===== src/core/adcc_cfg.svh =====
// Purpose: offsets, field positions, reset values and timing counts
// Assumes: 20 MHz system clock, byte-wide register port
// Notes: definitions only
`ifndef ADCC_CFG_SVH
`define ADCC_CFG_SVH

// ------------------------------------------------------------------
// register offsets
// ------------------------------------------------------------------
`define ADCC_OFS_MAIN_CONTROL 3'h0
`define ADCC_OFS_CLOCK_SELECT 3'h1
`define ADCC_OFS_RESULT_HIGH 3'h2
`define ADCC_OFS_RESULT_LOW 3'h3
`define ADCC_OFS_IRQ_STATUS 3'h4
`define ADCC_OFS_IRQ_MASK 3'h5

// ------------------------------------------------------------------
// field positions
// ------------------------------------------------------------------
`define ADCC_JUSTIFY_BIT 7
`define ADCC_REFSEL_BIT 6
`define ADCC_CHAN_HI 4
`define ADCC_CHAN_LO 2
`define ADCC_GO_BIT 1
`define ADCC_ENABLE_BIT 0
`define ADCC_CLKF_HI 6
`define ADCC_CLKF_LO 4
`define ADCC_DONE_FLAG_BIT 0

// ------------------------------------------------------------------
// reset values and write masks
// ------------------------------------------------------------------
`define ADCC_MAIN_RESET 8'h00
`define ADCC_CLKSEL_RESET 8'h00
`define ADCC_RESULT_RESET 8'h00
`define ADCC_MAIN_WMASK 8'hdd
`define ADCC_CLKSEL_WMASK 8'h70

// ------------------------------------------------------------------
// timing
// ------------------------------------------------------------------
`define ADCC_CLK_PERIOD_NS 50
`define ADCC_INSTR_CYCLE_NS 200
`define ADCC_INSTR_CYCLES \
  ((`ADCC_INSTR_CYCLE_NS + `ADCC_CLK_PERIOD_NS - 1) / `ADCC_CLK_PERIOD_NS)
`define ADCC_CONV_PERIODS 11
`define ADCC_ABORT_PERIODS 2
`define ADCC_RC_MAX_KHZ 500

`endif


===== src/core/adcc_pkg.sv =====
// Purpose: shared types of the converter control block
// Assumes: constants live in adcc_cfg.svh
// Notes: types only
package adcc_pkg;

  // ----------------------------------------------------------------
  // sequencer states, gray along idle-delay-conv-abort
  // ----------------------------------------------------------------
  typedef enum logic [1:0] {
    ADCC_IDLE  = 2'h0,
    ADCC_DELAY = 2'h1,
    ADCC_CONV  = 2'h3,
    ADCC_ABORT = 2'h2
  } adcc_state_e;

  // ----------------------------------------------------------------
  // drive bundle towards the analog array
  // ----------------------------------------------------------------
  typedef struct packed {
    logic power;
    logic ref_ext;
    logic [2:0] channel;
    logic sample;
    logic [9:0] trial_code;
  } adcc_ana_s;

endpackage


===== src/core/adcc_top.sv =====
// Purpose: control, sequencing and result registers of a 10-bit SAR
// Assumes: comparator and RC oscillator arrive asynchronously
// Notes: one clock, registers on a plain strobe port
//
// How it works
// - justify bit picks right or left layout
// - reference bit picks external pin or supply
// - channel field selects analog input 0..7
// - go bit starts, reads busy, self-clears
// - enable bit powers converter, else idle
// - clock field picks divider or RC source
// - RC source is independent oscillator, 500 kHz max
// - left layout: high 9..2, low top 1..0
// - right layout: high low 9..8, low 7..0
// - unimplemented control bits read zero
// - every completion sets flag, loads result
// - conversion lasts 11 conversion clock periods
// - abort keeps result, waits 2 periods
// - RC source delays start one instruction
//
// Our own choices: the register offsets and the plain strobed port.
`timescale 1ns/100ps
`include "adcc_cfg.svh"

module adcc_top (
  input wire logic clk,
  input wire logic arst_n,
  input wire logic [2:0] reg_addr,
  input wire logic [7:0] reg_wdata,
  input wire logic reg_wr,
  input wire logic reg_rd,
  output logic [7:0] reg_rdata,
  input wire logic cmp_in,
  input wire logic rc_osc_in,
  output adcc_pkg::adcc_ana_s ana_out,
  output logic irq
);

  localparam logic [3:0] INSTR_CYCLES = 4'(`ADCC_INSTR_CYCLES);

  // ----------------------------------------------------------------
  // state
  // ----------------------------------------------------------------
  adcc_pkg::adcc_state_e state_ff, nxt_state;
  logic [7:0] main_ff, nxt_main;
  logic [7:0] clksel_ff, nxt_clksel;
  logic [7:0] res_hi_ff, nxt_res_hi;
  logic [7:0] res_lo_ff, nxt_res_lo;
  logic done_flag_ff, nxt_done_flag;
  logic irq_en_ff, nxt_irq_en;
  logic [7:0] rdata_ff, nxt_rdata;
  logic [5:0] div_ff, nxt_div;
  logic [3:0] wait_ff, nxt_wait;
  logic [9:0] code_ff, nxt_code;
  logic [9:0] mask_ff, nxt_mask;
  logic sample_ff, nxt_sample;
  logic cmp_s1_ff, cmp_s2_ff;
  logic rc_s1_ff, rc_s2_ff, rc_s3_ff;

  logic wr_main, go_wr, stop_wr, use_rc, tad_tick, div_tick, rc_tick;
  logic [5:0] div_last;
  logic [2:0] clk_field;

  // ----------------------------------------------------------------
  // synchronisers for the comparator and the RC oscillator
  // ----------------------------------------------------------------
  // the rc edge is taken between the second and third stage only
  always_ff @(posedge clk or negedge arst_n) begin
    if (!arst_n) begin
      cmp_s1_ff <= 1'b0;
      cmp_s2_ff <= 1'b0;
      rc_s1_ff <= 1'b0;
      rc_s2_ff <= 1'b0;
      rc_s3_ff <= 1'b0;
    end else begin
      cmp_s1_ff <= cmp_in;
      cmp_s2_ff <= cmp_s1_ff;
      rc_s1_ff <= rc_osc_in;
      rc_s2_ff <= rc_s1_ff;
      rc_s3_ff <= rc_s2_ff;
    end
  end

  // ----------------------------------------------------------------
  // conversion clock selection
  // ----------------------------------------------------------------
  // rc period stays near 2 us max rate, so sampling at 20 MHz is safe
  assign rc_tick = rc_s2_ff & ~rc_s3_ff;
  assign clk_field = clksel_ff[`ADCC_CLKF_HI:`ADCC_CLKF_LO];
  assign use_rc = &clk_field[1:0];
  // divide ratio 2 << (2*f[1:0] + f[2]): 2,8,32 then 4,16,64
  assign div_last = 6'((7'h2 << {clk_field[1:0], 1'b0}
                        << clk_field[2]) - 7'h1);
  assign div_tick = (div_ff == div_last);
  assign tad_tick = use_rc ? rc_tick : div_tick;

  // ----------------------------------------------------------------
  // register writes to the main control
  // ----------------------------------------------------------------
  assign wr_main = reg_wr && (reg_addr == `ADCC_OFS_MAIN_CONTROL);
  assign go_wr = wr_main && reg_wdata[`ADCC_GO_BIT];
  assign stop_wr = wr_main && !reg_wdata[`ADCC_GO_BIT];

  // ----------------------------------------------------------------
  // sequencer and successive approximation
  // ----------------------------------------------------------------
  always_comb begin
    nxt_state = state_ff;
    nxt_div = div_tick ? 6'h00 : div_ff + 6'h01;
    nxt_wait = wait_ff;
    nxt_code = code_ff;
    nxt_mask = mask_ff;
    nxt_sample = sample_ff;
    nxt_main = main_ff;
    nxt_clksel = clksel_ff;
    nxt_res_hi = res_hi_ff;
    nxt_res_lo = res_lo_ff;
    nxt_done_flag = done_flag_ff;
    nxt_irq_en = irq_en_ff;
    // software register writes; reserved bits stay zero
    if (wr_main) begin
      nxt_main = (reg_wdata & `ADCC_MAIN_WMASK)
               | (main_ff & 8'h02);
    end
    if (reg_wr && reg_addr == `ADCC_OFS_CLOCK_SELECT) begin
      nxt_clksel = reg_wdata & `ADCC_CLKSEL_WMASK;
    end
    if (reg_wr && reg_addr == `ADCC_OFS_RESULT_HIGH) begin
      nxt_res_hi = reg_wdata;
    end
    if (reg_wr && reg_addr == `ADCC_OFS_RESULT_LOW) begin
      nxt_res_lo = reg_wdata;
    end
    if (reg_wr && reg_addr == `ADCC_OFS_IRQ_MASK) begin
      nxt_irq_en = reg_wdata[`ADCC_DONE_FLAG_BIT];
    end
    // write one clears; a completion below still wins
    if (reg_wr && reg_addr == `ADCC_OFS_IRQ_STATUS &&
        reg_wdata[`ADCC_DONE_FLAG_BIT]) begin
      nxt_done_flag = 1'b0;
    end
    case (state_ff)
      adcc_pkg::ADCC_IDLE: begin
        nxt_sample = main_ff[`ADCC_ENABLE_BIT];
        // start only with the converter already powered
        if (go_wr && main_ff[`ADCC_ENABLE_BIT]) begin
          nxt_main[`ADCC_GO_BIT] = 1'b1;
          nxt_wait = 4'h0;
          if (use_rc) begin
            nxt_state = adcc_pkg::ADCC_DELAY;
          end else begin
            nxt_state = adcc_pkg::ADCC_CONV;
            nxt_sample = 1'b0;
            nxt_div = 6'h00;
            nxt_mask = 10'h000;
            nxt_code = 10'h000;
          end
        end
      end
      adcc_pkg::ADCC_DELAY: begin
        nxt_wait = wait_ff + 4'h1;
        if (stop_wr || !nxt_main[`ADCC_ENABLE_BIT]) begin
          nxt_state = adcc_pkg::ADCC_IDLE;
          nxt_main[`ADCC_GO_BIT] = 1'b0;
        end else if (wait_ff == INSTR_CYCLES - 4'h1) begin
          nxt_state = adcc_pkg::ADCC_CONV;
          nxt_sample = 1'b0;
          nxt_mask = 10'h000;
          nxt_code = 10'h000;
        end
      end
      adcc_pkg::ADCC_CONV: begin
        if (stop_wr || !nxt_main[`ADCC_ENABLE_BIT]) begin
          // result registers keep the previous conversion
          nxt_state = adcc_pkg::ADCC_ABORT;
          nxt_main[`ADCC_GO_BIT] = 1'b0;
          nxt_wait = 4'h0;
        end else if (tad_tick) begin
          // first period holds the sample, then one bit per period
          if (mask_ff == 10'h000) begin
            nxt_code = 10'h200;
            nxt_mask = 10'h200;
          end else begin
            nxt_code = cmp_s2_ff ? code_ff : code_ff & ~mask_ff;
            nxt_mask = mask_ff >> 1;
            nxt_code = nxt_code | nxt_mask;
          end
          if (mask_ff == 10'h001) begin
            nxt_state = adcc_pkg::ADCC_IDLE;
            nxt_main[`ADCC_GO_BIT] = 1'b0;
            nxt_done_flag = 1'b1;
            // both bytes in the same cycle as go clears
            if (main_ff[`ADCC_JUSTIFY_BIT]) begin
              nxt_res_hi = {6'h00, nxt_code[9:8]};
              nxt_res_lo = nxt_code[7:0];
            end else begin
              nxt_res_hi = nxt_code[9:2];
              nxt_res_lo = {nxt_code[1:0], 6'h00};
            end
          end
        end
      end
      adcc_pkg::ADCC_ABORT: begin
        // go writes are ignored until the settle has passed
        nxt_main[`ADCC_GO_BIT] = 1'b0;
        if (tad_tick) begin
          nxt_wait = wait_ff + 4'h1;
          if (wait_ff == 4'(`ADCC_ABORT_PERIODS - 1)) begin
            nxt_state = adcc_pkg::ADCC_IDLE;
          end
        end
      end
      default: begin
        nxt_state = adcc_pkg::ADCC_IDLE;
        nxt_main[`ADCC_GO_BIT] = 1'b0;
      end
    endcase
  end

  // registering of all control and result state
  always_ff @(posedge clk or negedge arst_n) begin
    if (!arst_n) begin
      state_ff <= adcc_pkg::ADCC_IDLE;
      main_ff <= `ADCC_MAIN_RESET;
      clksel_ff <= `ADCC_CLKSEL_RESET;
      res_hi_ff <= `ADCC_RESULT_RESET;
      res_lo_ff <= `ADCC_RESULT_RESET;
      done_flag_ff <= 1'b0;
      irq_en_ff <= 1'b0;
      div_ff <= 6'h00;
      wait_ff <= 4'h0;
      code_ff <= 10'h000;
      mask_ff <= 10'h000;
      sample_ff <= 1'b0;
    end else begin
      state_ff <= nxt_state;
      main_ff <= nxt_main;
      clksel_ff <= nxt_clksel;
      res_hi_ff <= nxt_res_hi;
      res_lo_ff <= nxt_res_lo;
      done_flag_ff <= nxt_done_flag;
      irq_en_ff <= nxt_irq_en;
      div_ff <= nxt_div;
      wait_ff <= nxt_wait;
      code_ff <= nxt_code;
      mask_ff <= nxt_mask;
      sample_ff <= nxt_sample;
    end
  end

  // ----------------------------------------------------------------
  // read port, data one cycle after the strobe
  // ----------------------------------------------------------------
  always_comb begin
    nxt_rdata = 8'h00;
    if (reg_rd) begin
      case (reg_addr)
        `ADCC_OFS_MAIN_CONTROL: nxt_rdata = main_ff;
        `ADCC_OFS_CLOCK_SELECT: nxt_rdata = clksel_ff;
        `ADCC_OFS_RESULT_HIGH: nxt_rdata = res_hi_ff;
        `ADCC_OFS_RESULT_LOW: nxt_rdata = res_lo_ff;
        `ADCC_OFS_IRQ_STATUS: nxt_rdata = {7'h00, done_flag_ff};
        `ADCC_OFS_IRQ_MASK: nxt_rdata = {7'h00, irq_en_ff};
        default: nxt_rdata = 8'h00;
      endcase
    end
  end

  always_ff @(posedge clk or negedge arst_n) begin
    if (!arst_n) begin
      rdata_ff <= 8'h00;
    end else begin
      rdata_ff <= nxt_rdata;
    end
  end

  // ----------------------------------------------------------------
  // outputs
  // ----------------------------------------------------------------
  // everything the analog side sees comes straight from flip-flops
  assign reg_rdata = rdata_ff;
  assign irq = done_flag_ff & irq_en_ff;
  assign ana_out.power = main_ff[`ADCC_ENABLE_BIT];
  assign ana_out.ref_ext = main_ff[`ADCC_REFSEL_BIT];
  assign ana_out.channel =
    main_ff[`ADCC_CHAN_HI:`ADCC_CHAN_LO];
  assign ana_out.sample = sample_ff;
  assign ana_out.trial_code = code_ff;

endmodule


===== config.mk =====
export PLATFORM = sky130hd
export DESIGN_NAME = adcc_top
export DESIGN_NICKNAME = d
export VERILOG_FILES = /design/src/core/adcc_pkg.sv /design/src/core/adcc_top.sv
export VERILOG_INCLUDE_DIRS = /design/src /design/src/core
export SDC_FILE = /design/constraint.sdc
export NUM_CORES = 1
export LEC_CHECK = 0
export BUFFER_PORTS_ARGS = -buffer_cell sky130_fd_sc_hd__buf_2
export CORE_UTILIZATION = 50
export DETAILED_ROUTE_END_ITERATION = 8
export GPL_TIMING_DRIVEN = 0
export PLACE_DENSITY_LB_ADDON = 0.3
export SLEW_MARGIN = 20
export SYNTH_ARGS = -nofsm -noshare
export SYNTH_HDL_FRONTEND = slang
export SYNTH_SLANG_ARGS = --single-unit

===== constraint.sdc =====
create_clock -name clk -period 6.7 [get_ports clk]
set_clock_uncertainty 0.2 [all_clocks]
set_input_delay 0.335 -clock clk [delete_from_list [all_inputs] [get_ports clk]]
set_output_delay 0.335 -clock clk [all_outputs]
set_load 0.02 [all_outputs]

# Word-level counts from Yosys, hierarchy flattened

Cells that the tools add are included.

Bitwise logic cells: 7
Muxes and demuxes: 63
Reduce and logical (&&, ||, !) cells: 23
Shift-type cells: 2
Equal/unequal tests: 24
Add/subtract/negate cells: 3

Operator list:

| cell                | number |
|---|---|
| $mux 10             | 11 |
| $mux 8              | 13 |
| $pmux 10 s3         | 2 |
| $pmux 8 s6          | 1 |
| $mux 6              | 4 |
| $mux 2              | 10 |
| $ne 2x2->1 const B  | 9 |
| $pmux 4 s4          | 1 |
| $mux 1              | 15 |
| $mux 4              | 3 |
| $and 10x10->10      | 1 |
| $eq 10x1->1 const B | 1 |
| $logic_and 1x1->1   | 10 |
| $logic_not 10->1    | 1 |
| $not 10->10         | 1 |
| $or 10x9->10        | 1 |
| $ne 3x3->1 const B  | 3 |
| $or 8x2->8          | 1 |
| $pmux 2 s4          | 1 |
| $reduce_and 7->1    | 1 |
| $shl 2x3->7 const A | 1 |
| $shl 7x1->6         | 1 |
| $add 6x1->6 const B | 1 |
| $eq 3x2->1 const B  | 2 |
| other kinds (22)    | 27 |

Register bits after elaboration: 75
Logic and storage cells: 141
Output and inout bits: 25
Input port bits: 17

# Logic depth before layout (Yosys ltp)

Gate-level depths: netlist of run 1.

Word-level depth: 10
Gate-level depth with buffers: 12

# Least setup slack after synthesis of run 1

Ideal clock, no wire load.

Path kind: reg-to-reg
Start point: register clksel_ff[4]
End point: register res_hi_ff[0]
Buffers on the path: 3
Data arrival time: 2.810 ns
Setup time: 0.079 ns
Data required time: 6.421 ns
Setup slack: 3.611 ns
Cell stages (with the launch flop): 12
Period minus slack after synthesis: 3.089 ns
Path through: dfrtp_1 -> buf_6 -> or3_1 -> ha_1 -> or4b_1 -> o311ai_1 -> xor2_2 -> o31ai_4 -> and3b_1 -> buf_6 -> buf_12 -> mux2i_1

Cells in the longest elaborated chain, start to end: 8
Elaborated cells between the ends (all ways): 9
Classes of those cells: add/sub: 1; eq/ne: 1; shift: 2; mux: 4; reduce/logical: 1

Ends and longest elaborated chain:

| item                     | line            | source |
|---|---|---|
| start: declaration       | adcc_top.sv:46  | `logic [7:0] clksel_ff, nxt_clksel;` |
| start signal: assignment | adcc_top.sv:225 | `` clksel_ff <= `ADCC_CLKSEL_RESET; `` |
| start signal: assignment | adcc_top.sv:238 | `clksel_ff <= nxt_clksel;` |
| $shl 2x3->7              | adcc_top.sv:92  | `assign div_last = 6'((7'h2 << {clk_field[1:0], 1'b0}` |
| $shl 7x1->6              | adcc_top.sv:92  |  |
| $sub 6x1->6              | adcc_top.sv:93  | `<< clk_field[2]) - 7'h1);` |
| $eq 6x6->1               | adcc_top.sv:94  | `assign div_tick = (div_ff == div_last);` |
| $mux 1 (*)               | adcc_top.sv:95  | `assign tad_tick = use_rc ? rc_tick : div_tick;` |
| $mux 8 (*)               | adcc_top.sv:178 | `end else if (tad_tick) begin` |
| $mux 8 (*)               | adcc_top.sv:173 | `` if (stop_wr \|\| !nxt_main[`ADCC_ENABLE_BIT]) begin `` |
| $mux 8 (*)               | adcc_top.sv:142 | `case (state_ff)` |
| named net nxt_res_hi[0]  | adcc_top.sv:47  | `logic [7:0] res_hi_ff, nxt_res_hi;` |
| end signal: assignment   | adcc_top.sv:226 | `` res_hi_ff <= `ADCC_RESULT_RESET; `` |
| end signal: assignment   | adcc_top.sv:239 | `res_hi_ff <= nxt_res_hi;` |
| end: declaration         | adcc_top.sv:47  |  |

The timed path passes the listed nets; every way through them passes the cells marked *.
A chain may end at the register's enable or synchronous reset.

# Final worst setup path of run 1

Start point: register clksel_ff[6]
End point: register mask_ff[2]

Cells in the longest elaborated chain, start to end: 6

Ends and longest elaborated chain:

| item                       | line            | source |
|---|---|---|
| $shl 7x1->6                | adcc_top.sv:92  |  |
| $sub 6x1->6                | adcc_top.sv:93  |  |
| $eq 6x6->1                 | adcc_top.sv:94  |  |
| $mux 1                     | adcc_top.sv:95  |  |
| $ne 2x2->1 (no line)       | --              |  |
| $reduce_and 7->1 (no line) | --              |  |
| end signal: assignment     | adcc_top.sv:246 | `mask_ff <= nxt_mask;` |
| end: declaration           | adcc_top.sv:55  | `logic [9:0] mask_ff, nxt_mask;` |

Every way passes these cells.

==> results_dict.tcl, run 1 <==
set metrics [dict create \
    drt_iter0_drc 121 \
    worst_hold_path_type "in2reg" \
    grt_pass1_vias 2972 \
    clock-root-buffer "clkbuf_8" \
    cts_tree "yes" \
    coreArea_um2 7730 \
    power.density_nw_per_um2 307 \
    fin_util 0.595 \
    cap_violations 0 \
    initial_core_util 0.520 \
    ys.flop_type "dfrtp_1" \
    cts_buffer_depth 2 \
    final-instance-count-excl-fill 527 \
    drtPass1Iterations 5 \
    ant_nets 0 \
    nets 446 \
    maxSlewHeadroom 0.551 \
    max_slew.worst_pin.slew_ns 0.671 \
    wire_per_inst_um 16.0 \
    rsz0062_at_grt "false" \
    synth_top_cell_by_area "dfrtp_1" \
    yosysSeqAreaShare 0.461 \
    path_cells "or3_1 > ha_1 > or4b_1 > o311ai_1 > xor2_2 > o31ai_4 > nand3_2 > buf_6 > a32o_1" \
    p_seq_frac 0.412 \
    async_flop_share 1.00 \
    post_cts_resized 0 \
    seqCellArea_um2 1850 \
    switching_share 0.367 \
    critPathRequiredTime_ns 6.74 \
    place.gp.congestion 0.856 \
    vdd.ir_drop.worst_v 0.000218 \
    hold_ws_ns 0.0123 \
    clock.fmax_mhz 288 \
    synth_fp_nets 391 \
    dieArea_um2 8390 \
    clk_latency_ns 0.36 \
    rows 32 \
    antenna_cells 0 \
    overflow 0 \
    timing.final.crit_share 0.518 \
    critPathLaunchType "register" \
    status "completed" \
    tns_ns 0 \
    io_buffer_count 40 \
    dp.cells 508 \
    vias_per_cell 5.62 \
    arrival_ns 3.51 \
    worst-path-max-fanout 10 \
    hold_buffers 3 \
    via_count 2961 \
    p_clk_frac 0.253 \
    syn_area_per_cell_um2 11.0 \
    cp_slowest_cell "or4b_1" \
    finalHoldViolCount 0 \
    power_leakage_nw 2.03 \
    p_sw_uw 519 \
    multi_input_area_um2 1960 \
    synth_edf_count 0 \
    synth_top_area_share 0.461 \
    drt-total-wl_mm 8.43 \
    fin_crit_ns 3.47 \
    synth.distinct_cells 57 \
    fill_cells 648 \
    path_clk_slew_ns 0.08 \
    grt_max_degree 42 \
    cts_made_buffers 9 \
    cp_slowest_stage_delay_ns 0.54 \
    syn_inst 365 \
    dp_hpwl_mm 6.07 \
    yosysMostFrequentCell "dfrtp_1" \
    critPathCaptureType "register" \
    drive_gt1_frac 0.231 \
    die_w_um 91.6 \
    die_h_um 91.6 \
    p_int_uw 893 \
    synth_area_um2 4020 \
    worstSetupPathType "reg2reg" \
    cts.sinks 74 \
    combinationalPowerShare 0.335 \
    area_delta_synth_final_pct 14.5 \
    post-cts-setup-buffers 0 \
    ys_top_cells_by_area "dfrtp_1 46%, mux2i_1 10%, a32o_1 5.0%" \
    ys_top_cells_by_count "74 x dfrtp_1, 40 x mux2i_1, 30 x nor2_1, 20 x a32o_1, 18 x nand2_1" \
    setup_viol 0 \
    ys_warn_count 0 \
    htreeDepth 3 \
    drc 0 \
    io_pins 42 \
    globalRouteTotalUtil 0.219 \
    synth-seq-cells 74 \
    drv_slew 0 \
    grt_pass1_wl_mm 14.4 \
    grt_antenna_before_repair 0 \
]
==> power by group through the flow <==
stage	sequential, mW	combinational (mW)	clock [mW]
3_5_place_dp	0.591	0.467	0
2_1_floorplan	0.579	0.360	0
5_1_grt	0.594	0.529	0.381
6_report	0.582	0.473	0.357
3_3_place_gp	0.587	0.453	0
4_1_cts	0.582	0.471	0.362
==> flip-flops by register name, indices dropped and copies added, names as in the netlist <==
register,flops
clksel_ff,3
rc_s2_ff,1
cmp_s2_ff,1
rc_s1_ff,1
cmp_s1_ff,1
wait_ff,4
res_hi_ff,8
sample_ff,1
res_lo_ff,8
main_ff,7
code_ff,10
mask_ff,10
state_ff,2
rc_s3_ff,1
done_flag_ff,1
irq_en_ff,1
div_ff,6
reg_rdata,8
==> final timing paths <==
path                                end  slack (ns)  cells past startpoint         start
hold / removal             reg_rdata[0]        0.01                      2        reg_rd
min in group asynchronous    main_ff[2]        0.25                      2        arst_n
setup / recovery             mask_ff[2]        3.23                      9  clksel_ff[6]
hold reg to reg               cmp_s2_ff        0.15                      0     cmp_s1_ff
max in group asynchronous     div_ff[5]        5.48                      3        arst_n
setup reg to reg             mask_ff[2]        3.23                      9  clksel_ff[6]
==> layer usage <==
metal,up-vias,part of all wire,GRT usage
met4,0,0.010,0.0701
met5,-,0,0
met3,5,0.034,0.0456
met2,61,0.46,0.344
met1,1452,0.50,0.305
li1,1443,-,-
==> layout by cell type, fill, tap and decap left out, types with 6 or more instances in the layout <==
cell and instances:
dfrtp_1 74, a22oi_1 6, mux2i_1 40, clkbuf_1 8
nor2_1 30, buf_2 42, nor3_1 9, clkbuf_8 9
buf_4 7, a21oi_1 17, or3_1 6, ha_1 9
mux2_2 16, nand2_1 18, nand2b_1 16, nand3_1 10
inv_1 9, a32o_1 20
==> kinds of logic after synthesis <==
logic type,Yosys count,synth area share
buffers and inverters,34,0.0499
xor gates and xnor gates,8,0.0193
muxes,58,0.150
and+or+nand+nor,113,0.151
AOI/OAI and AO/OA,69,0.140
DFF,74,0.461
adders and majority gates,9,0.0280
==> metrics by stage <==
step           power [mW]  instance area [µm²]  worst slack [ns]
5_1_grt              1.50                 4600              3.03
3_3_place_gp         1.04                 4340              3.36
4_1_cts              1.42                 4600              3.27
6_report             1.41                 4600              3.23
3_5_place_dp         1.06                 4370              3.30
2_1_floorplan       0.939                 4020              3.61
==> final cells by class <==
| type | count | area share |
|---|---|---|
| tap | 102 | 0.0278 |
| timing repair buffer | 44 | 0.0550 |
| clock buffer | 9 | 0.0269 |
| multi-input combinational | 257 | 0.427 |
| inverter | 9 | 0.00735 |
| sequential | 74 | 0.403 |
| clock inverter | 7 | 0.0169 |
| buffer | 25 | 0.0362 |
==> worst max-delay path, delay by kind of cell (launching register included) <==
kind | cells | cell delay (ns)
buffers and inverters | 1 | 0.24
AOI/OAI and AO/OA | 3 | 0.74
and+or+nand+nor | 3 | 1.23
xor gates and xnor gates | 1 | 0.22
adders and majority gates | 1 | 0.26
DFF | 1 | 0.47
Power figures use the tool's default switching activity.
==> run 2: changes to the inputs <==
ABC_AREA = 1   (was default)
clock period = 3 ns   (was 6.7 ns; I/O delays follow)
==> run 2 against run 1 <==
Net effect:
- final cell count grew 41%
- register-to-register slack lost 2.8 ns
- synthesized cell count grew 56%
- area after synthesis grew 4.8%
- via count grew 30%
- die area grew 4.7%
- highest routed layer unchanged
- core utilization grew 0.89 points
- sequential cell count is the same
- worst setup slack lost 2.8 ns
- count of clock-buffer cells in the layout is the same
- clock power grew 150%
==> results_dict.tcl, run 2 <==
set metrics [dict create \
    status "completed" \
    fill_cells 759 \
    via_count 3845 \
    hold_buffers 15 \
    drv_slew 0 \
    drc 0 \
    timing.final.crit_share 0.869 \
    wire_per_inst_um 12.9 \
    globalRouteTotalUtil 0.236 \
    drive_gt1_frac 0.144 \
    ys_warn_count 0 \
    clock.fmax_mhz 384 \
    io_buffer_count 40 \
    critPathCaptureType "register" \
    async_flop_share 1.00 \
    place.gp.congestion 0.878 \
    drt-total-wl_mm 9.63 \
    vdd.ir_drop.worst_v 0.000336 \
    syn_inst 568 \
    yosysMostFrequentCell "nand2_1" \
    synth_fp_nets 594 \
    cts_tree "yes" \
    tns_ns 0 \
    grt_antenna_before_repair 0 \
    synth_edf_count 0 \
    dp_hpwl_mm 7.19 \
    dieArea_um2 8790 \
    syn_area_per_cell_um2 7.41 \
    synth_area_um2 4210 \
    post_cts_resized 0 \
    arrival_ns 2.66 \
    total_power_mw 3.48 \
    fin_crit_ns 2.61 \
    vias_per_cell 5.16 \
    worst_hold_path_type "in2reg" \
    area_delta_synth_final_pct 17.3 \
    top_regs "code_ff: 10 flops, mask_ff: 10 flops" \
    top_layer_used "met4" \
    min_from "reg_wdata[1]" \
    rr_startpoint "clksel_ff[4]" \
    grt_pass1_wl_mm 16.2 \
    finalHoldViolCount 0 \
    power.density_nw_per_um2 705 \
    wl_met2_mm 4.74 \
    ys_top_cells_by_area "dfrtp_1 44%, nand2_1 19%, o21ai_0 5.6%" \
    nets 661 \
    maxSlewHeadroom 0.668 \
    post-cts-setup-buffers 0 \
    yosysSeqAreaShare 0.440 \
    initial_core_util 0.515 \
    cts_made_buffers 9 \
    cts.sinks 74 \
    worst-path-max-fanout 10 \
    ant_nets 0 \
    overflow 0 \
    grt_max_degree 41 \
    rows 33 \
    drt_iter0_drc 176 \
    cap_violations 0 \
    finalInstanceArea_um2 4940 \
    setup_viol 0 \
    cts_buffer_depth 2 \
    layout_commonest_cell "nand2_1" \
    io_pins 42 \
    synth_top_area_share 0.440 \
    cp-startpoint "clksel_ff[4]" \
    path_clk_slew_ns 0.08 \
    final_cell_mix "210 x nand2_1, 74 x dfrtp_1, 56 x inv_1" \
    worstSetupPathType "reg2reg" \
    wl_met1_mm 4.31 \
    synth-seq-cells 74 \
    critPathLaunchType "register" \
    synth.distinct_cells 36 \
    ys_top_cells_by_count "210 x nand2_1, 74 x dfrtp_1, 56 x inv_1, 47 x o21ai_0" \
    place_area_um2 4560 \
    coreArea_um2 8180 \
    die_w_um 93.8 \
    power_leakage_nw 2.69 \
    synth_top_cell_by_area "dfrtp_1" \
    clk_latency_ns 0.35 \
    clock-root-buffer "clkbuf_8" \
    critPathRequiredTime_ns 3.05 \
    die_h_um 93.8 \
    max_slew.worst_pin.slew_ns 0.498 \
    htreeDepth 3 \
    grt_pass1_vias 3641 \
    antenna_cells 0 \
    met3WireLength_um 407 \
    rsz0062_at_grt "false" \
    ys.flop_type "dfrtp_1" \
    drtPass1Iterations 5 \
]
-- run 2: cell count changes after synthesis, sizes merged, moves of 16 or more --
| cell | change |
|---|---|
| nand2 | +198 |
| inv | +52 |
| o21ai | +47 |
| mux2i | -40 |
| nand3 | +28 |
| a32o | -20 |
| mux2 | -18 |
| nand2b | -16 |
-- run 2: per-stage QoR --
step                setup WS, ns  utilization  hold slack (ns)  cells
floorplan                  0.765            -           -0.346    568
global placement           0.509        0.555           0.0587    713
detailed placement         0.421        0.558          -0.0659    714
CTS                        0.411        0.604           0.0663    745
global route               0.133        0.604            0.109    745
finish                     0.394        0.604           0.0726    745
-- run 2: critical path, cell delays in order (launching register included) --
cell and delay (ns):
dfrtp_1 0.46, nor2_1 0.17, nand2_1 0.10, ha_1 0.26, inv_1 0.09, nand2_1 0.05
nand2_1 0.05, nand2_1 0.05, nand2_1 0.05, nand2_1 0.07, nor2_1 0.13, nand3_2 0.15
nand2_1 0.09, nand2_1 0.08, nor2_4 0.13, inv_2 0.10, buf_6 0.15, nand2_1 0.07
nand2_1 0.05
-- run 2: area by class of cell --
class,instances,area (µm²),share of cell area
buffer,22,143,0.0289
clock buffer,9,124,0.0251
clock inverter,7,98.8,0.0200
inverter,63,239,0.0484
multi-input combinational,409,1980,0.400
sequential,74,1850,0.375
tap,105,131,0.0266
timing repair buffer,56,373,0.0755
-- run 2: path summary, 6_finish.rpt --
kind | slack [ns] | to | cells past startpoint
worst max-delay path | 0.39 | res_hi_ff[6] | 18
worst min-delay path | 0.07 | main_ff[1] | 5
worst max register to register | 0.39 | res_hi_ff[6] | 18
worst min register to register | 0.15 | cmp_s2_ff | 0
max in group asynchronous | 1.94 | code_ff[4] | 3
min in group asynchronous | 0.09 | res_hi_ff[1] | 2
-- run 2: layer usage --
| layer | up-vias | global-route usage |
|---|---|---|
| li1 | 1930 | - |
| met1 | 1807 | 0.296 |
| met2 | 92 | 0.408 |
| met3 | 16 | 0.0356 |
| met4 | 0 | 0.0936 |
| met5 | - | 0 |
-- run 2: power by group --
group | switching, mW | internal (mW)
clock network | 0.401 | 0.476
logic | 0.816 | 0.486
registers | 0.141 | 1.16
-- run 2: cells by family after synthesis --
logic type,Yosys count,share of synthesized area
flip-flops,74,0.440
AO/OA/AOI/OAI,71,0.0978
adder cells (fa/ha/maj),9,0.0268
buffers and inverters,85,0.0907
XOR/XNOR,5,0.0104
AND/OR/NAND/NOR,324,0.334
==> run 3: changes to the inputs <==
==> constraint.sdc (replaced) <==
create_clock -name clk -period 3 [get_ports clk]
set_clock_uncertainty 0.2 [all_clocks]
set_input_delay 0 -clock clk [delete_from_list [all_inputs] [get_ports clk]]
set_output_delay 0 -clock clk [all_outputs]
set_load 0.02 [all_outputs]
==> run 3 against run 2 <==
Net effect:
- first-iteration DRC count fell by 9.7%
- combinational power barely moved
- sequential cell count did not move
- register-to-register slack barely moved
- highest routed layer unchanged
- sequential power barely moved
- routed wire length rose by 1.5%
- total power rose by 0.84%
- critical path depth fell by 8
- worst hold slack improved by 0.018 ns
- final cell count rose by 1.5%
- core utilization rose by 1.5 points
- clock power barely moved
==> results_dict.tcl, run 3 (same netlist as run 2, synthesis figures left out) <==
set metrics [dict create \
    via_count 3895 \
    worst-path-buf-inv 5 \
    drt_iter0_drc 159 \
    vdd.ir_drop.worst_v 0.000336 \
    max_slew.worst_pin.slew_ns 0.499 \
    cts.sinks 74 \
    pre_cts_slack_ns 0.421 \
    area_delta_synth_final_pct 20.1 \
    post_cts_resized 0 \
    nets 672 \
    io_pins 42 \
    coreArea_um2 8180 \
    globalRouteTotalUtil 0.241 \
    fin_util 0.618 \
    antenna_cells 0 \
    worstSetupPathType "in2reg" \
    worst_path_most_repeated_cell "dlygate4sd3_1" \
    clock-root-buffer "clkbuf_8" \
    grt_antenna_before_repair 0 \
    top_regs "code_ff: 10 flops, mask_ff: 10 flops" \
    wire_per_inst_um 12.9 \
    critPathCaptureType "register" \
    finalInstanceArea_um2 5060 \
    grt_pass1_vias 3704 \
    grt_max_degree 41 \
    drc 0 \
    initial_core_util 0.515 \
    layout_setup_ws_ns 0.157 \
    critPathLaunchType "input pin" \
    place.gp.congestion 0.878 \
    cap_violations 0 \
    die_w_um 93.8 \
    critPathRequiredTime_ns 3.10 \
    grt_pass1_wl_mm 16.5 \
    rsz0062_at_grt "false" \
    setup_viol 0 \
    cp_slowest_cell "dlygate4sd3_1" \
    path_cells "dlygate4sd3_1 > buf_2 > nor2_4 > dlygate4sd3_1 > nand2_4 > nor2_8 > nand2_1 > dlygate4sd3_1 > o21ai_0 > dlygate4sd3_1" \
    drt-total-wl_mm 9.77 \
    clock.fmax_mhz 352 \
    rows 33 \
    finalHoldViolCount 0 \
    status "completed" \
    place_area_um2 4560 \
    cts_tree "yes" \
    clk_latency_ns 0.35 \
    timing.final.crit_share 0.948 \
    post-cts-setup-buffers 0 \
    cp_slowest_stage_delay_ns 0.63 \
    layout_commonest_cell "nand2_1" \
    hold_buffers 26 \
    power.density_nw_per_um2 694 \
    overflow 0 \
    die_h_um 93.8 \
    final_cell_mix "210 x nand2_1, 74 x dfrtp_1, 56 x inv_1" \
    fin_crit_ns 2.84 \
    power_leakage_nw 2.74 \
    dieArea_um2 8790 \
    fill_cells 745 \
    crit_family "buffers and inverters" \
    maxSlewHeadroom 0.668 \
    drv_slew 0 \
    htreeDepth 3 \
    ant_nets 0 \
    cts_made_buffers 9 \
    arrival_ns 2.94 \
    drtPass1Iterations 4 \
    worst_hold_path_type "in2reg" \
    io_buffer_count 40 \
    vias_per_cell 5.15 \
    cts_buffer_depth 2 \
    worst-path-max-fanout 6 \
    path_clk_slew_ns 0.09 \
    drive_gt1_frac 0.143 \
    dp_hpwl_mm 7.19 \
    tns_ns 0 \
]
[run 3: area by class of cell]
type                       instances  area [µm²]  share of cell area
buffer                            22         143              0.0282
clock buffer                       9         124              0.0245
inverter                          63         239              0.0473
tap                              105         131              0.0260
multi-input combinational        409        1980               0.391
clock inverter                     7        98.8              0.0195
sequential                        74        1850               0.366
timing repair buffer              67         493              0.0975
[run 3: final timing paths]
| kind | startpoint | endpoint | slack [ns] | cells after the start |
|---|---|---|---|---|
| setup / recovery | reg_addr[1] | main_ff[7] | 0.16 | 10 |
| hold / removal | rc_osc_in | rc_s1_ff | 0.09 | 2 |
| setup reg to reg | clksel_ff[4] | res_hi_ff[6] | 0.39 | 18 |
| hold reg to reg | cmp_s1_ff | cmp_s2_ff | 0.15 | 0 |
| max in group asynchronous | arst_n | code_ff[4] | 1.88 | 4 |
| min in group asynchronous | arst_n | main_ff[6] | 0.48 | 4 |
[run 3: per-layer routing]
layer  GRT usage  up-vias  part of all wire
met5           0        -                 0
li1            -     1952                 -
met4      0.0910        0             0.017
met1       0.298     1831              0.45
met3      0.0356       15             0.047
met2       0.423       97              0.49
[run 3: report_power, final]
part,switching (mW),internal (mW),leakage (nW)
clock,0.400,0.476,0.111
sequential,0.142,1.16,0.961
combinational,0.823,0.508,1.67
total,1.37,2.14,2.74
[run 3: through the flow]
step	total power [mW]	cells	hold slack, ns
after global placement	2.55	713	-0.0913
after global routing	3.75	756	0.0811
after floorplan	2.28	568	-0.496
final	3.51	756	0.0906
after CTS	3.52	756	0.0730
after detailed placement	2.60	714	-0.216
